$ cat src/occb_pkg.sv
// Purpose: constants for the output clock configuration bank
// Assumes: AHB-Lite word access, one register per aligned word
// Notes:   register index times four gives the byte address
package occb_pkg;
  // ****************************************
  // register indices and geometry
  // ****************************************
  localparam int         NUM_SLOTS     = 12;
  localparam logic [7:0] IDX_OUT4_DIVIDE_HIGH    = 8'h30;
  localparam logic [7:0] IDX_OUT4_DIVIDE_MID     = 8'h31;
  localparam logic [7:0] IDX_OUT4_DIVIDE_LOW     = 8'h32;
  localparam logic [7:0] IDX_OUT4_PHASE_STRENGTH = 8'h33;
  localparam logic [7:0] IDX_OUT4_DELAY          = 8'h34;
  localparam logic [7:0] IDX_OUT4_SUPPLY_DRIVER  = 8'h35;
  localparam logic [7:0] IDX_GAP                 = 8'h36;
  localparam logic [7:0] IDX_OUT4_TERMINATION    = 8'h37;
  localparam logic [7:0] IDX_OUT5_DIVIDE_HIGH    = 8'h38;
  localparam logic [7:0] IDX_OUT5_DIVIDE_MID     = 8'h39;
  localparam logic [7:0] IDX_OUT5_DIVIDE_LOW     = 8'h3A;
  localparam logic [7:0] IDX_OUT5_PHASE_STRENGTH = 8'h3B;
  localparam logic [7:0] REG_RST                 = 8'h00;
  // ****************************************
  // field positions
  // ****************************************
  localparam int DIVHI_MSB  = 3;
  localparam int PHASE_MSB  = 7;
  localparam int PHASE_LSB  = 6;
  localparam int STR_MSB    = 2;
  localparam int COARSE_MSB = 5;
  localparam int FINE_MSB   = 7;
  localparam int FINE_LSB   = 6;
  localparam int SUP_MSB    = 4;
  localparam int SUP_LSB    = 3;
  localparam int DRV_MSB    = 2;
  localparam int TERM_MSB   = 3;
  localparam int FINEX_BIT  = 4;
  // ****************************************
  // codes and timing
  // ****************************************
  localparam logic [1:0] PH_NORMAL   = 2'h0;
  localparam logic [1:0] PH_TRUE2    = 2'h1;
  localparam logic [1:0] PH_COMP2    = 2'h2;
  localparam logic [1:0] PH_SWAP     = 2'h3;
  localparam logic [1:0] SUP_BAD     = 2'h3;
  localparam logic [2:0] DRV_LAST    = 3'h5;
  localparam logic [3:0] TERM_EXT    = 4'h0;
  localparam logic [3:0] TERM_PU     = 4'h2;
  localparam logic [3:0] TERM_PD     = 4'h1;
  localparam logic [3:0] TERM_CMOSP  = 4'h4;
  localparam logic [3:0] TERM_CMOSN  = 4'h8;
  localparam logic [3:0] TERM_CMOSB  = 4'hC;
  localparam int         FINE_STEP_PS = 30;
  localparam logic [2:0] FINE_MAX    = 3'h4;
endpackage

$ cat src/occb_bank.sv
// Purpose: AHB-Lite register bank for output channel configuration
// Assumes: one clock, word-sized single transfers, wait states only while ce is low
// Notes:   decoded settings are registered one cycle after storage
//
// What this block does
// - 20-bit divide ratio from three bytes
// - phase field steers both single-ended pins
// - coarse delay 0..63 oscillator periods
// - two-bit fine delay, 30 ps steps
// - three-bit fine delay, up to four steps
// - supply code 00/01/10, 11 undefined
// - driver standard codes 000 to 101
// - external, pull-up, pull-down termination codes
// - CMOS on positive, negative or both pins
//
// Added by the designer: the AHB-Lite register port.
`timescale 1ns/1ps
module occb_bank
  import occb_pkg::*;
(
  // clock and reset
  input  wire logic        clock,
  input  wire logic        nrst,
  input  wire logic        ce,
  // AHB-Lite slave
  input  wire logic        hsel,
  input  wire logic [31:0] haddr,
  input  wire logic [1:0]  htrans,
  input  wire logic        hwrite,
  input  wire logic [2:0]  hsize,
  input  wire logic [31:0] hwdata,
  input  wire logic        hready,
  output logic             hreadyout,
  output logic             hresp,
  output logic [31:0]      hrdata,
  // output channel 4 settings
  output logic [19:0]      out4DivideRatio,
  output logic             out4PositivePinSource,
  output logic             out4NegativePinSource,
  output logic [2:0]       out4DriveStrength,
  output logic [5:0]       out4CoarseDelay,
  output logic [7:0]       out4FineDelayPs,
  output logic [7:0]       out4ExtFineDelayPs,
  output logic [1:0]       out4SupplyLevelSelect,
  output logic             out4SupplyValid,
  output logic [2:0]       out4DriverStandardSelect,
  output logic             out4DriverValid,
  output logic             out4ExtTerm,
  output logic             out4PullUp,
  output logic             out4PullDown,
  output logic             out4CmosPos,
  output logic             out4CmosNeg,
  output logic             out4TermValid,
  // output channel 5 settings
  output logic [19:0]      out5DivideRatio,
  output logic             out5PositivePinSource,
  output logic             out5NegativePinSource,
  output logic [2:0]       out5DriveStrength
);
  import occb_pkg::*;

  // ****************************************
  // helpers
  // ****************************************
  // slot number of a byte address
  function automatic logic [3:0] slotOf(input logic [31:0] a);
    logic [7:0] d;
    d = a[9:2] - IDX_OUT4_DIVIDE_HIGH;
    return d[3:0];
  endfunction

  // mapped word: aligned, in range, not the gap
  function automatic logic isMapped(input logic [31:0] a);
    return (a[31:10] == 22'h0) && (a[1:0] == 2'h0) && (a[9:2] >= IDX_OUT4_DIVIDE_HIGH)
      && (a[9:2] <= IDX_OUT5_PHASE_STRENGTH) && (a[9:2] != IDX_GAP);
  endfunction

  function automatic logic [19:0] divRatio(input logic [7:0] hi, input logic [7:0] mid,
                                           input logic [7:0] lo);
    return {hi[DIVHI_MSB:0], mid, lo};
  endfunction

  // pin sources, 0 true clock, 1 complement
  function automatic logic [1:0] pinSel(input logic [1:0] ph);
    case (ph)
      PH_NORMAL: pinSel = 2'h1;
      PH_TRUE2:  pinSel = 2'h0;
      PH_COMP2:  pinSel = 2'h3;
      default:   pinSel = 2'h2;
    endcase
  endfunction

  function automatic logic [7:0] stepsPs(input logic [2:0] s);
    logic [7:0] p;
    p = 8'(FINE_STEP_PS);
    return 8'({5'h0, s} * p);
  endfunction

  // ****************************************
  // bus slave
  // ****************************************
  logic [7:0]  regs_ff [NUM_SLOTS];
  logic        wrPend_ff;
  logic [3:0]  wrSlot_ff;
  logic [31:0] hrdata_ff;
  logic        take;
  logic [3:0]  aSlot;
  logic        aMapped;
  logic        fwd;

  // frozen clock enable stretches the data phase
  assign hreadyout = ce;
  assign hresp     = 1'h0;
  assign hrdata    = hrdata_ff;
  assign take      = hsel && hready && htrans[1] && ce;
  assign aSlot     = slotOf(haddr);
  assign aMapped   = isMapped(haddr);
  // read right after a write to the same word sees the new byte
  assign fwd       = wrPend_ff && (wrSlot_ff == aSlot);

  // address phase capture of writes
  always_ff @(posedge clock or negedge nrst) begin
    if (!nrst) begin
      wrPend_ff <= 1'h0;
      wrSlot_ff <= 4'h0;
    end else if (ce) begin
      wrPend_ff <= take && hwrite && aMapped;
      wrSlot_ff <= aSlot;
    end
  end

  // byte storage, spares kept as plain bits
  always_ff @(posedge clock or negedge nrst) begin
    if (!nrst) begin
      for (int i = 0; i < NUM_SLOTS; i++) begin
        regs_ff[i] <= REG_RST;
      end
    end else if (ce && wrPend_ff) begin
      regs_ff[wrSlot_ff] <= hwdata[7:0];
    end
  end

  // read data, unmapped words read zero
  always_ff @(posedge clock or negedge nrst) begin
    if (!nrst) begin
      hrdata_ff <= 32'h0;
    end else if (ce && take && !hwrite) begin
      if (!aMapped) begin
        hrdata_ff <= 32'h0;
      end else if (fwd) begin
        hrdata_ff <= {24'h0, hwdata[7:0]};
      end else begin
        hrdata_ff <= {24'h0, regs_ff[aSlot]};
      end
    end
  end

  // ****************************************
  // channel decode
  // ****************************************
  logic [7:0] dly4;
  logic [7:0] sup4;
  logic [7:0] trm4;
  logic [2:0] finex4;
  logic [3:0] term4;
  // only channel 4 has delay, supply and termination pages in this bank
  // spare bits above each field are stored but feed no decode, except termination bit 4, the top bit of the three-bit fine delay
  assign dly4   = regs_ff[4'(IDX_OUT4_DELAY - IDX_OUT4_DIVIDE_HIGH)];
  assign sup4   = regs_ff[4'(IDX_OUT4_SUPPLY_DRIVER - IDX_OUT4_DIVIDE_HIGH)];
  assign trm4   = regs_ff[4'(IDX_OUT4_TERMINATION - IDX_OUT4_DIVIDE_HIGH)];
  assign finex4 = {trm4[FINEX_BIT], dly4[FINE_MSB:FINE_LSB]};
  assign term4  = trm4[TERM_MSB:0];

  // divider and phase settings of both channels
  always_ff @(posedge clock or negedge nrst) begin
    if (!nrst) begin
      out4DivideRatio       <= 20'h0;
      out4PositivePinSource <= 1'h0;
      out4NegativePinSource <= 1'h1;
      out4DriveStrength     <= 3'h0;
      out5DivideRatio       <= 20'h0;
      out5PositivePinSource <= 1'h0;
      out5NegativePinSource <= 1'h1;
      out5DriveStrength     <= 3'h0;
    end else if (ce) begin
      out4DivideRatio <= divRatio(regs_ff[0], regs_ff[1], regs_ff[2]);
      out5DivideRatio <= divRatio(regs_ff[8], regs_ff[9], regs_ff[10]);
      {out4PositivePinSource, out4NegativePinSource} <= pinSel(regs_ff[3][PHASE_MSB:PHASE_LSB]);
      {out5PositivePinSource, out5NegativePinSource} <= pinSel(regs_ff[11][PHASE_MSB:PHASE_LSB]);
      out4DriveStrength <= regs_ff[3][STR_MSB:0];
      out5DriveStrength <= regs_ff[11][STR_MSB:0];
    end
  end

  // delay settings of channel 4
  always_ff @(posedge clock or negedge nrst) begin
    if (!nrst) begin
      out4CoarseDelay    <= 6'h0;
      out4FineDelayPs    <= 8'h0;
      out4ExtFineDelayPs <= 8'h0;
    end else if (ce) begin
      out4CoarseDelay <= dly4[COARSE_MSB:0];
      out4FineDelayPs <= stepsPs({1'h0, dly4[FINE_MSB:FINE_LSB]});
      // three-bit code saturates at four steps
      out4ExtFineDelayPs <= stepsPs((finex4 > FINE_MAX) ? FINE_MAX : finex4);
    end
  end

  // supply, driver and termination of channel 4
  always_ff @(posedge clock or negedge nrst) begin
    if (!nrst) begin
      out4SupplyLevelSelect    <= 2'h0;
      out4SupplyValid          <= 1'h1;
      out4DriverStandardSelect <= 3'h0;
      out4DriverValid          <= 1'h1;
      out4ExtTerm              <= 1'h1;
      out4PullUp               <= 1'h0;
      out4PullDown             <= 1'h0;
      out4CmosPos              <= 1'h0;
      out4CmosNeg              <= 1'h0;
      out4TermValid            <= 1'h1;
    end else if (ce) begin
      out4SupplyLevelSelect <= sup4[SUP_MSB:SUP_LSB];
      out4SupplyValid       <= sup4[SUP_MSB:SUP_LSB] != SUP_BAD;
      out4DriverStandardSelect <= sup4[DRV_MSB:0];
      out4DriverValid          <= sup4[DRV_MSB:0] <= DRV_LAST;
      out4ExtTerm  <= term4 == TERM_EXT;
      out4PullUp   <= term4 == TERM_PU;
      out4PullDown <= term4 == TERM_PD;
      out4CmosPos   <= (term4 == TERM_CMOSP) || (term4 == TERM_CMOSB);
      out4CmosNeg   <= (term4 == TERM_CMOSN) || (term4 == TERM_CMOSB);
      out4TermValid <= (term4 == TERM_EXT) || (term4 == TERM_PU) || (term4 == TERM_PD)
        || (term4 == TERM_CMOSP) || (term4 == TERM_CMOSN) || (term4 == TERM_CMOSB);
    end
  end
endmodule

$ cat config.mk
export PLATFORM = sky130hd
export DESIGN_NAME = occb_bank
export DESIGN_NICKNAME = d
export VERILOG_FILES = /design/src/occb_pkg.sv /design/src/occb_bank.sv
export SDC_FILE = /design/constraint.sdc
export NUM_CORES = 1
export LEC_CHECK = 0
export ABC_CLOCK_PERIOD_IN_PS = 3800
export BUFFER_PORTS_ARGS = -buffer_cell sky130_fd_sc_hd__buf_2
export CAP_MARGIN = 20
export CORE_ASPECT_RATIO = 1.5
export CORE_MARGIN = 5
export CORE_UTILIZATION = 32
export DETAILED_ROUTE_END_ITERATION = 8
export HOLD_SLACK_MARGIN = 0.02
export SLEW_MARGIN = 20
export SYNTH_ARGS = -nofsm -noshare
export SYNTH_HDL_FRONTEND = slang
export SYNTH_SLANG_ARGS = --single-unit
export TNS_END_PERCENT = 30
$ cat constraint.sdc
create_clock -name clock -period 3.8 [get_ports clock]
set_clock_uncertainty 0.05 [all_clocks]
set_input_delay 0.95 -clock clock [delete_from_list [all_inputs] [get_ports clock]]
set_output_delay 0.95 -clock clock [all_outputs]
set_load 0.1 [all_outputs]
==> reports/results.tsv <==
stage	metric	value	unit
timing	fin_worst_hold_slack	0.399	ns
critical_path	rr_worst_depth	10	
global_route	aggregate_global_route_resource_usage	0.143	
detailed_routing	average_via_count_per_standard_cell	4.87	
critical_path	crit_fanout	11	
clock_network	ctsResizeCount	0	
timing	transition_at_the_pin_with_the_smallest_max_transition_slack	0.786	ns
synth	synth-edff-count	0	
global_route	grt_pass1_vias	5390	
status	outcome	finished, final reports clean	
critical_path	crit_path_max_incr_delay	0.56	ns
timing	number_of_pins_with_negative_max_slew_slack_in_the_final_report	0	
synth	top_cell_type_by_total_area_after_synthesis	dfrtp_1	
clock_network	tritoncts	done	
floorplan	floorplan.initialDensity	0.325	
worst_hold_path	min-delay-path-class	flip-flop to flip-flop	
synth	synth_seq_cells	190	
detailed_routing	drt_drc_violations_left	0	
worst_hold_path	hp-start	regs_ff[70]	
clock_network	cts_post_setup_buffers_inserted	0	
timing	timing.final.hold_violations	0	
finish	diodes	0	
placement	placer_s_final_routability_congestion_estimate	0.793	
critical_path	reg2reg_setup_slack	0.87	ns
floorplan	design.die.area	0.0305	mm2
timing	setup_total_negative_slack	0	ns
clock_network	cts.sink_count	190	
floorplan	chipHeight	211	um
power	fin_total_pwr	4430	uW
synth	synth_cell_type_count	54	
detailed_routing	wire_length_per_cell_after_detailed_routing	19.9	um
synth	number_of_instances_in_the_synthesized_netlist	606	
floorplan	fp.coreArea	0.0266	mm2
synth	ys_async_sr_fraction	1.00	
timing	timing.final.setup_violations	0	
global_route	grt_max_degree	85	
finish	areaGrowthSynthToFinish	16.5	%
floorplan	io_pins	194	
timing	max_clock_freq	0.342	GHz
timing	grt_setup_unrepaired	no	
flow_run	drv.max_cap_violation_count	0	
power	pwr_density_cell	440	mW/mm2
clock_network	cts_inserted_buffers	17	
detailed_routing	postRouteAntennaNets	0	
floorplan	floorplan_row_count	73	
critical_path	timing.critical_path.to_type	flip-flop	
timing	post-route-min-period	2.93	ns
worst_hold_path	number_of_instances_on_the_worst_hold_path	1	
clock_network	clk_latency	0.44	ns
clock_network	clockRootBuffer	clkbuf_16	
critical_path	critPathLaunchType	flip-flop	
timing	max-slew-margin-rel	0.476	
clock_network	hold_buffers	0	
synth	yosysTopAreaCellShare	0.532	
synth	synth_top_flop_cell	dfrtp_1	
detailed_routing	vias	5232	
floorplan	die-width	144	um
synth	synth.cell_area	0.00865	mm2
critical_path	worst_r2r_endpoint	out4ExtFineDelayPs[6]	
timing	finalCritPeriodShare	0.770	
worst_hold_path	min_to	out4NegativePinSource	
critical_path	path_class	flip-flop to flip-flop	
finish	fraction_of_the_core_area_covered_by_cells_at_the_end_of_the_flow	0.379	
finish	nNetsFinal	808	
global_route	globalRouteOverflowTotal	0	
power	total_leakage_power	0.00519	uW
detailed_routing	detail_route.iter0.violations	209	
finish	layout-drive-gt1-share	0.489	
synth	netlist_top_cells_area	dfrtp_1, mux2_2, mux4_2	
detailed_routing	detail_route.first_pass.iterations	4	
placement	dp_hpwl	15300	um
clock_network	clk_pin_slew_worst_paths	0.07	ns
synth	ys_seq_area_frac	0.551	
global_route	grt_first_pass_wirelength	32600	um
placement	port-buffer-count	137	
synth	synth_area_per_cell	14.3	um2
critical_path	r2r-start	dly4[6]	
critical_path	cp_slowest_cell	dfrtp_1	
critical_path	worst_endpoint_data_arrival_time	3.20	ns
global_route	antenna_found_initial	1	
clock_network	clockBufferDepth	2	
clock_network	htree_levels	4	
critical_path	critical_path_required	4.08	ns
critical_path	worstPathCellList	inv_1, ha_1, nand2b_1, and2_1, ha_1, ha_1, a31o_2, a41o_1, xor2_1, mux2_2	
power	max-vdd-ir-drop	288	uV
detailed_routing	drt-total-wl	21400	um
critical_path	crit_path_frequent_cell	ha_1	
synth	synth.yosys.warnings	0	
through the flow:
stage	setup WS, ns	std cells	instance area (um2)
finish	0.874	1075	10100
CTS	0.828	1075	10100
global route	0.663	1075	10100
global placement	0.828	1044	9500
floorplan	0.977	633	8750
detailed placement	0.833	1044	9500
kinds of logic (layout without fill, tap and decap cells):
family | count (synthesis) | after routing | share of synthesized area
other | 1 | 28 | 0.000434
buffers and inverters | 79 | 184 | 0.0538
DFF | 190 | 190 | 0.551
AOI/OAI and AO/OA | 37 | 37 | 0.0308
and+or+nand+nor | 84 | 84 | 0.0530
muxes | 200 | 200 | 0.293
adders and majority gates | 7 | 7 | 0.0101
xor gates and xnor gates | 8 | 8 | 0.00810
cell usage after synthesis, drive strengths merged, types with 2 or more instances:
library cell / n
a211oi: 8
a31oi: 3
and3: 2
buf: 49
clkbuf: 20
dfrtp: 184
dfstp: 6
ha: 7
inv: 9
mux2: 168
mux2i: 8
mux4: 24
nand2: 16
nand2b: 3
nand3: 10
nor2: 28
nor2b: 3
nor4: 6
nor4b: 2
o211ai: 2
o21ai: 9
o31ai: 8
or3: 4
or4: 2
xnor2: 3
xor2: 5
sequential cells by signal, summed over array words and instances, names as in the netlist, 2 cells and up:
signal,count
dly4,8
hrdata,8
out4CoarseDelay,6
out4DivideRatio,20
out4DriveStrength,3
out4DriverStandardSelect,3
out4ExtFineDelayPs,7
out4FineDelayPs,5
out4SupplyLevelSelect,2
out5DivideRatio,20
out5DriveStrength,3
regs_ff,72
sup4,8
trm4,8
wrSlot_ff,4
where the power goes:
group	leakage, uW	total [uW]	switching, uW	internal (uW)
registers	0.00261	2100	34.9	2070
logic	0.00229	541	434	107
clock network	0.000282	1790	801	991
total	0.00519	4430	1270	3160
worst max path at each step:
stage	slack (ns)	startpoint	end
after floorplan	0.98	dly4[6]	out4ExtFineDelayPs[6]
after global placement	0.83	haddr[2]	hrdata[4]
after detailed placement	0.83	ce	regs_ff[92]
after CTS	0.83	dly4[6]	out4ExtFineDelayPs[6]
after global routing	0.66	dly4[6]	out4ExtFineDelayPs[6]
final	0.87	dly4[6]	out4ExtFineDelayPs[6]
final cells by class:
| class | instances | area (um2) |
|---|---|---|
| flip-flops and latches | 190 | 4760 |
| clock inverters | 12 | 136 |
| inverters | 10 | 37.5 |
| fillers | 2568 | 16500 |
| well taps | 337 | 422 |
| repair buffers | 143 | 754 |
| clock buffers | 19 | 443 |
| multi-input cells | 364 | 3520 |
cells in the final DEF (no fill, tap or decap), drive strengths merged, types with 2 or more instances in the layout:
cell / netlist / routed
nor2b: 3 / 3
nand3: 10 / 10
mux2: 168 / 168
nand2b: 3 / 3
or4: 2 / 2
o31ai: 8 / 8
nor2: 28 / 28
buf: 49 / 142
inv: 9 / 13
or3: 4 / 4
xnor2: 3 / 3
dfrtp: 184 / 184
nand2: 16 / 16
nor4b: 2 / 2
nor4: 6 / 6
a211oi: 8 / 8
clkinv: 1 / 5
o21ai: 9 / 9
dfstp: 6 / 6
a31oi: 3 / 3
clkinvlp: 0 / 2
ha: 7 / 7
xor2: 5 / 5
mux2i: 8 / 8
conb: 1 / 28
o211ai: 2 / 2
clkbuf: 20 / 20
and3: 2 / 2
mux4: 24 / 24
bufinv: 0 / 2
metal layers:
layer	global-route usage	up-vias	part of all wire	wire length, um
li1	-	2384	-	-
met1	0.172	2703	0.40	8610
met5	0	-	0.00051	11
met3	0.0364	24	0.051	1100
met2	0.244	119	0.52	11100
met4	0.0557	2	0.026	561
critical path, delay by kind of cell, from the launching register on:
kind                       cells  cell delay (ns)
AOI/OAI and AO/OA              2             0.46
xor gates and xnor gates       1             0.14
adders and majority gates      3             0.85
buffers and inverters          1             0.14
DFF                            1             0.56
muxes                          1             0.27
and+or+nand+nor                2             0.34
(Power assumes the default switching activity.)
